### config.mk
export PLATFORM = sky130hd
export DESIGN_NAME = epcp_top
export DESIGN_NICKNAME = d
export VERILOG_FILES = /design/src/shared/epcp_pkg.sv /design/src/rtl/epcp_div.sv /design/src/rtl/epcp_top.sv
export SDC_FILE = /design/constraint.sdc
export NUM_CORES = 2
export LEC_CHECK = 0
export ABC_AREA = 1
export BUFFER_PORTS_ARGS = -buffer_cell sky130_fd_sc_hd__buf_2
export CAP_MARGIN = 20
export CORE_AREA = 2 2 522 524
export DETAILED_ROUTE_END_ITERATION = 12
export DIE_AREA = 0 0 524 526
export PLACE_DENSITY = 0.58
export SLEW_MARGIN = 20
export SYNTH_ARGS = -nofsm -noshare
export SYNTH_HDL_FRONTEND = slang
export SYNTH_HIERARCHICAL = 1
export SYNTH_SLANG_ARGS = --single-unit
### constraint.sdc
create_clock -name i_clk -period 7.13 [get_ports i_clk]
set_input_delay 0.3565 -clock i_clk [delete_from_list [all_inputs] [get_ports i_clk]]
set_output_delay 0.3565 -clock i_clk [all_outputs]
set_load 0.01 [all_outputs]
### src/shared/epcp_pkg.sv
/*
  Shared constants and types of the encoder position and cam processing block:
  attribute numbers, reset values, field positions and the configuration carrier.
  Assumes a single 20 MHz clock domain and a network controller that reads and
  writes attributes by number.
*/
package epcp_pkg;

  // Attribute numbers as the controller addresses them.
  localparam logic [7:0] ATTR_PRESET    = 8'h67;
  localparam logic [7:0] ATTR_OFFSET    = 8'h68;
  localparam logic [7:0] ATTR_HYST      = 8'h69;
  localparam logic [7:0] ATTR_AVG       = 8'h6a;
  localparam logic [7:0] ATTR_GEAR_NUM  = 8'h6b;
  localparam logic [7:0] ATTR_GEAR_DEN  = 8'h6c;
  localparam logic [7:0] ATTR_END_LO    = 8'h6d;
  localparam logic [7:0] ATTR_END_HI    = 8'h6e;
  localparam logic [7:0] ATTR_FREQ_LIM  = 8'h6f;
  localparam logic [7:0] ATTR_FAULT     = 8'h70;
  localparam logic [7:0] ATTR_CAM_STATE = 8'h71;
  localparam logic [7:0] ATTR_CAM_EN    = 8'h72;
  localparam logic [7:0] ATTR_CAM_POL   = 8'h73;

  // Widths of the data path.
  localparam int POS_W      = 64;
  localparam int RAW_W      = 32;
  localparam int STEP_W     = 16;
  localparam int GEAR_OUT_W = 20;
  localparam int PROD_W     = 48;
  localparam int DIV_W      = 16;
  localparam int CAM_N      = 8;
  localparam int WARN_W     = 16;

  // Values after reset.
  localparam logic [7:0]  HYST_RST     = 8'h04;
  localparam logic [7:0]  AVG_RST      = 8'h01;
  localparam logic [15:0] GEAR_NUM_RST = 16'h0000;
  localparam logic [15:0] GEAR_DEN_RST = 16'h0000;
  localparam logic [15:0] FREQ_LIM_RST = 16'hffff;
  localparam logic [7:0]  CAM_EN_RST   = 8'h00;
  localparam logic [7:0]  CAM_POL_RST  = 8'h00;
  localparam logic [63:0] PRESET_RST   = 64'h0000_0000_0000_0000;
  localparam logic [63:0] END_LO_RST   = 64'h8000_0000_0000_0000;
  localparam logic [63:0] END_HI_RST   = 64'h7fff_ffff_ffff_ffff;

  // Bit positions in the warning word.
  localparam int WARN_FREQ_BIT  = 0;
  localparam int WARN_LIMIT_BIT = 10;

  // Cycle count of one division, one quotient bit per cycle.
  localparam logic [5:0] DIV_STEPS = 6'h30;

  typedef logic [CAM_N-1:0][POS_W-1:0] epcp_lim_t;

  typedef enum logic [1:0] {
    EPCP_IDLE,
    EPCP_GEAR,
    EPCP_AVG
  } epcp_proc_t;

  typedef struct packed {
    logic [63:0] preset;
    logic [63:0] end_lo;
    logic [63:0] end_hi;
    logic [15:0] gear_num;
    logic [15:0] gear_den;
    logic [15:0] freq_lim;
    logic [7:0]  hyst;
    logic [7:0]  avg_cnt;
    logic [7:0]  cam_en;
    logic [7:0]  cam_pol;
  } epcp_cfg_t;

endpackage : epcp_pkg

### src/rtl/epcp_div.sv
/*
  Sequential unsigned divider, one quotient bit per clock, shared by gear
  scaling and position averaging.
  Assumes the caller holds off a new start while busy and never divides by zero.
*/
`timescale 1ns/100ps
module epcp_div (
  input  wire logic                       i_clk,
  input  wire logic                       i_rstn,
  input  wire logic                       i_start,
  input  wire logic [epcp_pkg::PROD_W-1:0] i_dividend,
  input  wire logic [epcp_pkg::DIV_W-1:0]  i_divisor,
  output logic                            o_busy,
  output logic                            o_done,
  output logic [epcp_pkg::PROD_W-1:0]     o_quot
);

  localparam int DIV_W = epcp_pkg::DIV_W;

  logic [epcp_pkg::DIV_W-1:0]  rem_q;
  logic [epcp_pkg::DIV_W-1:0]  dvs_q;
  logic [5:0]                  cnt_q;
  logic [epcp_pkg::DIV_W:0]    trial;
  logic                        fits;

  assign trial = {rem_q, o_quot[epcp_pkg::PROD_W-1]};
  assign fits  = trial >= {1'b0, dvs_q};

  always_ff @(posedge i_clk or negedge i_rstn)
  begin
    if (!i_rstn)
    begin
      rem_q  <= '0;
      dvs_q  <= '0;
      cnt_q  <= '0;
      o_quot <= '0;
      o_busy <= 1'b0;
      o_done <= 1'b0;
    end
    else
    begin
      o_done <= 1'b0;
      if (i_start && !o_busy)
      begin
        rem_q  <= '0;
        dvs_q  <= i_divisor;
        o_quot <= i_dividend;
        cnt_q  <= epcp_pkg::DIV_STEPS;
        o_busy <= 1'b1;
      end
      else if (o_busy)
      begin
        rem_q  <= fits ? DIV_W'(trial - {1'b0, dvs_q}) : trial[epcp_pkg::DIV_W-1:0];
        o_quot <= {o_quot[epcp_pkg::PROD_W-2:0], fits};
        cnt_q  <= cnt_q - 6'h01;
        if (cnt_q == 6'h01)
        begin
          o_busy <= 1'b0;
          o_done <= 1'b1;
        end
      end
    end
  end

endmodule : epcp_div

### src/rtl/epcp_top.sv
/*
  Encoder position post-processing and eight-channel cam unit: gear scaling,
  averaging, hysteresis, preset and offset, end-position and frequency warnings,
  and cam state, enable and polarity, reached as attributes by number.
  Assumes raw position, rotation frequency, fault word and cam limits come from
  logic on the same 20 MHz clock, and attribute requests arrive as one-cycle
  write strobes with the attribute number held alongside.
*/
// Behaviour
// The reported position moves only when the new value differs from it by more than an 8-bit band that resets to four.
// The position is averaged over a settable 8-bit number of samples.
// The position is multiplied by a 16-bit gear numerator and divided by a 16-bit gear denominator.
// With gear scaling active the result is held to 20 bits, at most 1,048,576 steps.
// Gear scaling always works from the 16-bit raw resolution per revolution.
// A settable rotation frequency threshold decides the frequency bit of the warning word.
// A read-only cam state byte shows each cam's switching state for the current position.
// A cam works only when the controller has written a one to its enable bit.
// With default polarity a cam reads one while the position lies within its limits.
// Each cam's sense is inverted by its own bit in a writable polarity byte.
// Applying a preset stores preset minus current position as a read-only offset.
// A position below the lower end limit is flagged.
// A position above the upper end limit is flagged.
// Warning bits clear by themselves once the watched values are back in range.
// Bit n of the cam state, enable and polarity bytes belongs to cam n plus one.
// A disabled cam always reads zero in the cam state byte.
`timescale 1ns/100ps
module epcp_top (
  input  wire logic                        i_clk,
  input  wire logic                        i_rstn,
  input  wire logic                        i_raw_valid,
  input  wire logic [epcp_pkg::RAW_W-1:0]  i_raw_pos,
  input  wire logic [15:0]                 i_rot_freq,
  input  wire logic [15:0]                 i_sensor_fault,
  input  wire epcp_pkg::epcp_lim_t         i_cam_lo,
  input  wire epcp_pkg::epcp_lim_t         i_cam_hi,
  input  wire logic [7:0]                  i_attr_id,
  input  wire logic                        i_attr_wr,
  input  wire logic [63:0]                 i_attr_wdata,
  output logic [63:0]                      o_attr_rdata,
  output logic                             o_attr_hit,
  output logic [epcp_pkg::POS_W-1:0]       o_position,
  output logic                             o_pos_valid,
  output logic [epcp_pkg::CAM_N-1:0]       o_cam_state,
  output logic [epcp_pkg::WARN_W-1:0]      o_warnings,
  output logic                             o_below_low,
  output logic                             o_above_high,
  output logic                             o_busy
);

  localparam int POS_W      = epcp_pkg::POS_W;
  localparam int PROD_W     = epcp_pkg::PROD_W;
  localparam int RAW_W      = epcp_pkg::RAW_W;
  localparam int GEAR_OUT_W = epcp_pkg::GEAR_OUT_W;

  epcp_pkg::epcp_cfg_t                   cfg_q;
  epcp_pkg::epcp_proc_t                  st_q;
  logic [63:0]                           offset_q;
  logic [epcp_pkg::PROD_W-1:0]           acc_q;
  logic [7:0]                            cnt_q;
  logic [epcp_pkg::POS_W-1:0]            avg_pos_q;
  logic                                  avg_vld_q;
  logic [epcp_pkg::POS_W-1:0]            hyst_pos_q;
  logic                                  have_q;
  logic                                  hyst_upd_q;
  logic [epcp_pkg::POS_W-1:0]            pos_q;
  logic                                  pos_vld_q;
  logic                                  gear_on;
  logic                                  wr_preset;
  logic                                  div_start;
  logic [epcp_pkg::PROD_W-1:0]           div_dividend;
  logic [epcp_pkg::DIV_W-1:0]            div_divisor;
  logic                                  div_busy;
  logic                                  div_done;
  logic [epcp_pkg::PROD_W-1:0]           div_quot;
  logic [epcp_pkg::RAW_W-1:0]            gear_src;
  logic [epcp_pkg::PROD_W-1:0]           sample;
  logic                                  sample_vld;
  logic [epcp_pkg::PROD_W-1:0]           acc_next;
  logic signed [epcp_pkg::POS_W-1:0]     hyst_diff;
  logic [epcp_pkg::POS_W-1:0]            hyst_mag;
  logic [epcp_pkg::CAM_N-1:0]            cam_d;

  // Gear scaling runs only with both numerator and denominator non-zero.
  assign gear_on   = (cfg_q.gear_num != 16'h0000) && (cfg_q.gear_den != 16'h0000);
  assign wr_preset = i_attr_wr && (i_attr_id == epcp_pkg::ATTR_PRESET);

  // Configuration attributes written by the controller.
  always_ff @(posedge i_clk or negedge i_rstn)
  begin
    if (!i_rstn)
    begin
      cfg_q.preset   <= epcp_pkg::PRESET_RST;
      cfg_q.end_lo   <= epcp_pkg::END_LO_RST;
      cfg_q.end_hi   <= epcp_pkg::END_HI_RST;
      cfg_q.gear_num <= epcp_pkg::GEAR_NUM_RST;
      cfg_q.gear_den <= epcp_pkg::GEAR_DEN_RST;
      cfg_q.freq_lim <= epcp_pkg::FREQ_LIM_RST;
      cfg_q.hyst     <= epcp_pkg::HYST_RST;
      cfg_q.avg_cnt  <= epcp_pkg::AVG_RST;
      cfg_q.cam_en   <= epcp_pkg::CAM_EN_RST;
      cfg_q.cam_pol  <= epcp_pkg::CAM_POL_RST;
    end
    else if (i_attr_wr)
    begin
      unique case (i_attr_id)
        epcp_pkg::ATTR_PRESET:   cfg_q.preset   <= i_attr_wdata;
        epcp_pkg::ATTR_END_LO:   cfg_q.end_lo   <= i_attr_wdata;
        epcp_pkg::ATTR_END_HI:   cfg_q.end_hi   <= i_attr_wdata;
        epcp_pkg::ATTR_GEAR_NUM: cfg_q.gear_num <= i_attr_wdata[15:0];
        epcp_pkg::ATTR_GEAR_DEN: cfg_q.gear_den <= i_attr_wdata[15:0];
        // Frequency threshold store.
        epcp_pkg::ATTR_FREQ_LIM: cfg_q.freq_lim <= i_attr_wdata[15:0];
        // Hysteresis band store.
        epcp_pkg::ATTR_HYST:     cfg_q.hyst     <= i_attr_wdata[7:0];
        // Average count store.
        epcp_pkg::ATTR_AVG:      cfg_q.avg_cnt  <= i_attr_wdata[7:0];
        // Cam enable store.
        epcp_pkg::ATTR_CAM_EN:   cfg_q.cam_en   <= i_attr_wdata[7:0];
        // Cam polarity store.
        epcp_pkg::ATTR_CAM_POL:  cfg_q.cam_pol  <= i_attr_wdata[7:0];
        default:                 ;
      endcase
    end
  end

  // Gear input uses only the raw 16-bit step field and its turn count.
  assign gear_src = {i_raw_pos[epcp_pkg::RAW_W-1:epcp_pkg::STEP_W],
                     i_raw_pos[epcp_pkg::STEP_W-1:0]};

  // The single divider serves either the gear ratio or the averaging division.
  always_comb
  begin
    div_start    = 1'b0;
    div_dividend = '0;
    div_divisor  = '0;
    if (st_q == epcp_pkg::EPCP_IDLE && i_raw_valid && gear_on)
    begin
      div_start    = 1'b1;
      // Raw position times numerator over denominator.
      div_dividend = PROD_W'(gear_src) * PROD_W'(cfg_q.gear_num);
      div_divisor  = cfg_q.gear_den;
    end
    else if (sample_vld && (cfg_q.avg_cnt > 8'h01)
             && (cnt_q + 8'h01 >= cfg_q.avg_cnt))
    begin
      div_start    = 1'b1;
      div_dividend = acc_next;
      div_divisor  = {8'h00, cfg_q.avg_cnt};
    end
  end

  // Sample entering the averager, either scaled or unscaled raw.
  always_comb
  begin
    sample     = '0;
    sample_vld = 1'b0;
    if (st_q == epcp_pkg::EPCP_GEAR && div_done)
    begin
      // Scaled result kept to 20 bits.
      sample     = {{(PROD_W-GEAR_OUT_W){1'b0}}, div_quot[epcp_pkg::GEAR_OUT_W-1:0]};
      sample_vld = 1'b1;
    end
    else if (st_q == epcp_pkg::EPCP_IDLE && i_raw_valid && !gear_on)
    begin
      sample     = {{(PROD_W-RAW_W){1'b0}}, i_raw_pos};
      sample_vld = 1'b1;
    end
  end

  assign acc_next = acc_q + sample;

  // Sequencer; raw samples that arrive while busy are dropped.
  always_ff @(posedge i_clk or negedge i_rstn)
  begin
    if (!i_rstn)
    begin
      st_q <= epcp_pkg::EPCP_IDLE;
    end
    else
    begin
      unique case (st_q)
        epcp_pkg::EPCP_IDLE:
          if (div_start)
            st_q <= gear_on && i_raw_valid ? epcp_pkg::EPCP_GEAR : epcp_pkg::EPCP_AVG;
        epcp_pkg::EPCP_GEAR:
          if (div_done)
            st_q <= div_start ? epcp_pkg::EPCP_AVG : epcp_pkg::EPCP_IDLE;
        epcp_pkg::EPCP_AVG:
          if (div_done)
            st_q <= epcp_pkg::EPCP_IDLE;
      endcase
    end
  end

  // Block average of the configured number of samples.
  always_ff @(posedge i_clk or negedge i_rstn)
  begin
    if (!i_rstn)
    begin
      acc_q     <= '0;
      cnt_q     <= '0;
      avg_pos_q <= '0;
      avg_vld_q <= 1'b0;
    end
    else
    begin
      avg_vld_q <= 1'b0;
      if (st_q == epcp_pkg::EPCP_AVG && div_done)
      begin
        avg_pos_q <= {{(POS_W-PROD_W){1'b0}}, div_quot};
        avg_vld_q <= 1'b1;
      end
      else if (sample_vld)
      begin
        if (cfg_q.avg_cnt <= 8'h01)
        begin
          avg_pos_q <= {{(POS_W-PROD_W){1'b0}}, sample};
          avg_vld_q <= 1'b1;
          acc_q     <= '0;
          cnt_q     <= '0;
        end
        else if (div_start)
        begin
          acc_q <= '0;
          cnt_q <= '0;
        end
        else
        begin
          acc_q <= acc_next;
          cnt_q <= cnt_q + 8'h01;
        end
      end
    end
  end

  assign hyst_diff = signed'(avg_pos_q) - signed'(hyst_pos_q);
  assign hyst_mag  = hyst_diff[POS_W-1] ? POS_W'(-hyst_diff) : POS_W'(hyst_diff);

  // Reported value follows only moves larger than the band.
  always_ff @(posedge i_clk or negedge i_rstn)
  begin
    if (!i_rstn)
    begin
      hyst_pos_q <= '0;
      have_q     <= 1'b0;
      hyst_upd_q <= 1'b0;
    end
    else
    begin
      hyst_upd_q <= 1'b0;
      if (avg_vld_q && (!have_q || hyst_mag > {56'h0, cfg_q.hyst}))
      begin
        hyst_pos_q <= avg_pos_q;
        have_q     <= 1'b1;
        hyst_upd_q <= 1'b1;
      end
    end
  end

  // Offset is preset minus the current position.
  always_ff @(posedge i_clk or negedge i_rstn)
  begin
    if (!i_rstn)
      offset_q <= '0;
    else if (wr_preset)
      offset_q <= i_attr_wdata - hyst_pos_q;
  end

  always_ff @(posedge i_clk or negedge i_rstn)
  begin
    if (!i_rstn)
    begin
      pos_q     <= '0;
      pos_vld_q <= 1'b0;
    end
    else
    begin
      pos_q     <= hyst_pos_q + offset_q;
      pos_vld_q <= hyst_upd_q;
    end
  end

  epcp_div u_div (
    .i_clk      (i_clk),
    .i_rstn     (i_rstn),
    .i_start    (div_start),
    .i_dividend (div_dividend),
    .i_divisor  (div_divisor),
    .o_busy     (div_busy),
    .o_done     (div_done),
    .o_quot     (div_quot)
  );

  // Cam n plus one sits on bit n.
  genvar g;
  generate
    for (g = 0; g < epcp_pkg::CAM_N; g++)
    begin : g_cam
      logic in_win;
      // Within the cam's limits reads one.
      assign in_win = (signed'(pos_q) >= signed'(i_cam_lo[g]))
                   && (signed'(pos_q) <= signed'(i_cam_hi[g]));
      // Disabled cam reads zero; polarity inverts.
      assign cam_d[g] = cfg_q.cam_en[g] & (in_win ^ cfg_q.cam_pol[g]);
    end
  endgenerate

  // Cam state byte and self-clearing warnings follow the inputs.
  always_ff @(posedge i_clk or negedge i_rstn)
  begin
    if (!i_rstn)
    begin
      o_cam_state  <= '0;
      o_below_low  <= 1'b0;
      o_above_high <= 1'b0;
      o_warnings   <= '0;
    end
    else
    begin
      o_cam_state  <= cam_d;
      // Below lower end limit.
      o_below_low  <= signed'(pos_q) < signed'(cfg_q.end_lo);
      // Above upper end limit.
      o_above_high <= signed'(pos_q) > signed'(cfg_q.end_hi);
      o_warnings   <= '0;
      // Frequency compare.
      o_warnings[epcp_pkg::WARN_FREQ_BIT]  <= i_rot_freq > cfg_q.freq_lim;
      o_warnings[epcp_pkg::WARN_LIMIT_BIT] <= (signed'(pos_q) < signed'(cfg_q.end_lo))
                                           || (signed'(pos_q) > signed'(cfg_q.end_hi));
    end
  end

  // Attribute read port, one cycle behind the attribute number.
  always_ff @(posedge i_clk or negedge i_rstn)
  begin
    if (!i_rstn)
    begin
      o_attr_rdata <= '0;
      o_attr_hit   <= 1'b0;
    end
    else
    begin
      o_attr_hit <= 1'b1;
      unique case (i_attr_id)
        epcp_pkg::ATTR_PRESET:    o_attr_rdata <= cfg_q.preset;
        epcp_pkg::ATTR_OFFSET:    o_attr_rdata <= offset_q;
        epcp_pkg::ATTR_HYST:      o_attr_rdata <= {56'h0, cfg_q.hyst};
        epcp_pkg::ATTR_AVG:       o_attr_rdata <= {56'h0, cfg_q.avg_cnt};
        epcp_pkg::ATTR_GEAR_NUM:  o_attr_rdata <= {48'h0, cfg_q.gear_num};
        epcp_pkg::ATTR_GEAR_DEN:  o_attr_rdata <= {48'h0, cfg_q.gear_den};
        epcp_pkg::ATTR_END_LO:    o_attr_rdata <= cfg_q.end_lo;
        epcp_pkg::ATTR_END_HI:    o_attr_rdata <= cfg_q.end_hi;
        epcp_pkg::ATTR_FREQ_LIM:  o_attr_rdata <= {48'h0, cfg_q.freq_lim};
        epcp_pkg::ATTR_FAULT:     o_attr_rdata <= {48'h0, i_sensor_fault};
        epcp_pkg::ATTR_CAM_STATE: o_attr_rdata <= {56'h0, o_cam_state};
        epcp_pkg::ATTR_CAM_EN:    o_attr_rdata <= {56'h0, cfg_q.cam_en};
        epcp_pkg::ATTR_CAM_POL:   o_attr_rdata <= {56'h0, cfg_q.cam_pol};
        default:
        begin
          o_attr_rdata <= '0;
          o_attr_hit   <= 1'b0;
        end
      endcase
    end
  end

  always_ff @(posedge i_clk or negedge i_rstn)
  begin
    if (!i_rstn)
    begin
      o_position  <= '0;
      o_pos_valid <= 1'b0;
      o_busy      <= 1'b0;
    end
    else
    begin
      o_position  <= pos_q;
      o_pos_valid <= pos_vld_q;
      o_busy      <= div_busy || (st_q != epcp_pkg::EPCP_IDLE);
    end
  end

endmodule : epcp_top

==> impl_metrics.toml <==
[clock_tree]
cts_sinks = 789
numCtsBuffers = 84
clock_latency_ns = 0.74
root_buffer = "clkbuf_16"
htree_levels = 3
cts_tree = "done"
cts.clk_slew.worst_paths_ns = 0.06
clock_path_buffers = 3

[finish]
final_core_util = 0.4009
n_fill_cell = 28813
multi_input_area_um2 = 60820
area_growth_pct = 17.16
design_area_um2 = 108200
final_common_cell = "nand2_1"
seq_area_um2 = 19900
drive_above_1_share = 0.1387
final_cells = 17888
nNetsFinal = 17196
final_cell_mix = "nand2_1, inv_1, ha_1"

[detailed_routing]
drt_iter0_drc = 9444
vias_per_cell = 5.260
drc_errors = 0
totalWireLength_um = 455900
wl_per_cell_um = 25.49
drt_pass1_iterations = 6
via_count = 94096
detail-route-antenna-nets = 0

[sta]
fin_crit_sh = 0.9409
finalHoldViolCount = 0
timing.final.crit_period_ns = 6.708
holdWs_ns = 0.04413
grt_setup_unrepaired = "false"
slew_viol_final = 0
fin_ws_ns = 0.4216
fin_tns_setup_ns = 0
worst_slew_pin_slew_ns = 1.147
finalClockSkew_ns = 0.04235
setup_violations = 0
fmax_ghz = 0.1491
max_slew_margin = 0.2355

[grt]
grt_start_max_net_pins = 158
grt_pass1_vias = 89657
grt_usage = 0.3209
overflow = 0
antenna_found_initial = 98
grt_pass1_wl_um = 636600

[critical_path]
critPathCapture = "u_div/o_quot[47]$_DFFE_PN0P_"
worstSetupEndpointType = "flip-flop"
r2r-end = "u_div/o_quot[47]$_DFFE_PN0P_"
crit_path_frequent_cell = "fa_1"
start_kind = "flip-flop"
critPathSlowestCell = "dfrtp_1"
rr_worst_depth = 25
cp.arrival_ns = 7.26
crit_buf_inv = 5
critPathMaxStageDelay_ns = 0.61
cp-startpoint = "cfg_q[74]$_DFFE_PN0P_"
worstSetupPathType = "flip-flop to flip-flop"
r2r_start = "cfg_q[74]$_DFFE_PN0P_"
cp.required_ns = 7.68
cp_max_fo = 10
reg2reg_slack_ns = 0.42
critical_path.top_delay_family = "adder cells"
path_depth = 25

[power_and_ir_drop]
p_per_area_nw_per_um2 = 134.0
fin_total_pwr_mw = 14.49
worst_ir_drop_vdd_mv = 0.1758
leakage_nw = 61.16

[floorplanning]
dieArea_um2 = 275600
initial_utilization = 0.3422
die_h_um = 526
io_pins = 1321
rows = 191
core_um2 = 269800
die_w_um = 524

[min_path]
hp-class = "input pin to flip-flop"

[synthesis]
syn_area_per_cell_um2 = 7.259
yosys_warnings = 6
synth-main-ff-cell = "dfrtp_1"
ys_seq_elements = 789
synth-edff-count = 0
syn_area_um2 = 92330
synth-async-reset-ratio = 1.000
netlist-cell-type-count = 61
netlist_instances = 12720
ys_seq_area_frac = 0.2150

[run_status]
outcome = "completed"

[placement]
placed_area_um2 = 104300
gp_congestion = 1.045
place_hpwl_um = 379900
dpl_worst_slack_ns = 0.2194
portBuffers = 1306
dp_cells = 17539

[flow_run]
drv_cap = 0
## report_power, final
group	internal, mW	total, mW	switching, mW
sequential	4.66	4.93	0.272
combinational	1.66	4.65	2.99
clock	2.78	4.91	2.13
## kinds of logic after synthesis
group                    synth area share
flip-flops                         0.2150
XOR/XNOR                          0.02049
other                          0.00004062
AO/OA/AOI/OAI                      0.1414
buffers and inverters              0.1283
AND/OR/NAND/NOR                    0.1996
adder cells (fa/ha/maj)            0.2953
## Yosys cell counts, types with 9 or more instances
master / count / share of area
clkbuf_1: 279 / 0.011
a221o_1: 36 / 0.0039
buf_4: 21 / 0.0017
a211oi_1: 91 / 0.0074
inv_2: 14 / 0.00057
nor4b_1: 15 / 0.0014
ha_1: 1502 / 0.20
a31oi_1: 78 / 0.0053
xnor2_1: 91 / 0.0086
a21oi_1: 818 / 0.044
o21bai_1: 22 / 0.0018
dfrtp_1: 707 / 0.19
inv_1: 2777 / 0.11
o21a_1: 47 / 0.0038
nand4_1: 172 / 0.012
nor3_1: 154 / 0.0083
o221a_2: 11 / 0.0013
nor2_1: 621 / 0.025
nand3_1: 401 / 0.022
o211ai_1: 64 / 0.0052
nor4_1: 40 / 0.0027
o21ai_1: 14 / 0.00076
o22ai_1: 111 / 0.0075
a221oi_1: 34 / 0.0032
nand2_2: 19 / 0.0013
fa_1: 423 / 0.092
buf_2: 9 / 0.00049
o31ai_1: 10 / 0.00081
a21o_1: 20 / 0.0016
xor2_1: 125 / 0.012
nor2_2: 10 / 0.00068
nand3_2: 29 / 0.0031
o221ai_1: 78 / 0.0074
a22oi_1: 18 / 0.0015
or2_2: 22 / 0.0015
a21boi_0: 21 / 0.0017
o2111ai_1: 42 / 0.0040
nand3b_1: 14 / 0.0011
o21ai_0: 667 / 0.036
a22o_1: 23 / 0.0022
dfstp_2: 82 / 0.023
nand2_1: 2936 / 0.12
buf_1: 11 / 0.00045
## timing repair
action	in CTS	in global routing
buffers inserted	0	1
setup endpoints to repair	0	15
hold endpoints to repair	175	0
resized for setup	0	11
hold buffers	51	0
## layout make-up
class | instances | share of cell area
inverter | 2797 | 0.09710
timing repair buffer | 1612 | 0.08443
tap | 3570 | 0.04129
clock inverter | 42 | 0.005772
antenna | 140 | 0.003239
sequential | 789 | 0.1839
clock buffer | 115 | 0.02199
multi-input combinational | 8823 | 0.5623
## worst reg2reg max path, cell delays in order, from the launching register on
cell      delay, ns
dfrtp_1        0.61
buf_4          0.28
nand2_1        0.08
fa_1           0.49
inv_1          0.05
fa_1           0.46
fa_1           0.51
fa_1           0.54
inv_1          0.06
fa_1           0.58
inv_1          0.07
fa_1           0.47
ha_1           0.38
nand2_1        0.13
o21ai_0        0.12
a21boi_0       0.25
o221ai_1       0.16
a21oi_2        0.20
inv_1          0.08
a21oi_1        0.25
o211ai_1       0.13
or2_2          0.28
nand3_1        0.06
o21ai_0        0.08
nand2_1        0.09
o221ai_1       0.10
## worst min path at each step
stage | slack, ns | startpoint | end | cells past startpoint
global placement | 0.35 | hyst_upd_q$_DFF_PN0_ | pos_vld_q$_DFF_PN0_ | 0
floorplan | 0.06 | i_rstn | acc_q[0]$_DFFE_PN0P_ | 0
detailed placement | 0.35 | hyst_upd_q$_DFF_PN0_ | pos_vld_q$_DFF_PN0_ | 0
finish | 0.04 | i_attr_wdata[45] | cfg_q[125]$_DFFE_PN1P_ | 3
CTS | 0.004 | i_attr_wdata[35] | cfg_q[115]$_DFFE_PN1P_ | 3
global route | 0.03 | i_attr_wdata[35] | cfg_q[115]$_DFFE_PN1P_ | 3
## registers in the layout (all words and copies together), names as in the netlist, 48 cells and up
signal / flops
pos_q: 64
acc_q: 48
offset_q: 64
hyst_pos_q: 48
cfg_q: 272
o_attr_rdata: 64
u_div/o_quot: 48
avg_pos_q: 48
o_position: 64
## layer usage
layer | part of all wire | GRT usage
met5 | 0.00037 | 0
met4 | 0.064 | 0.1795
met3 | 0.096 | 0.07445
met2 | 0.44 | 0.4959
met1 | 0.40 | 0.4101
No activity file was read; power rests on OpenSTA's default activity.
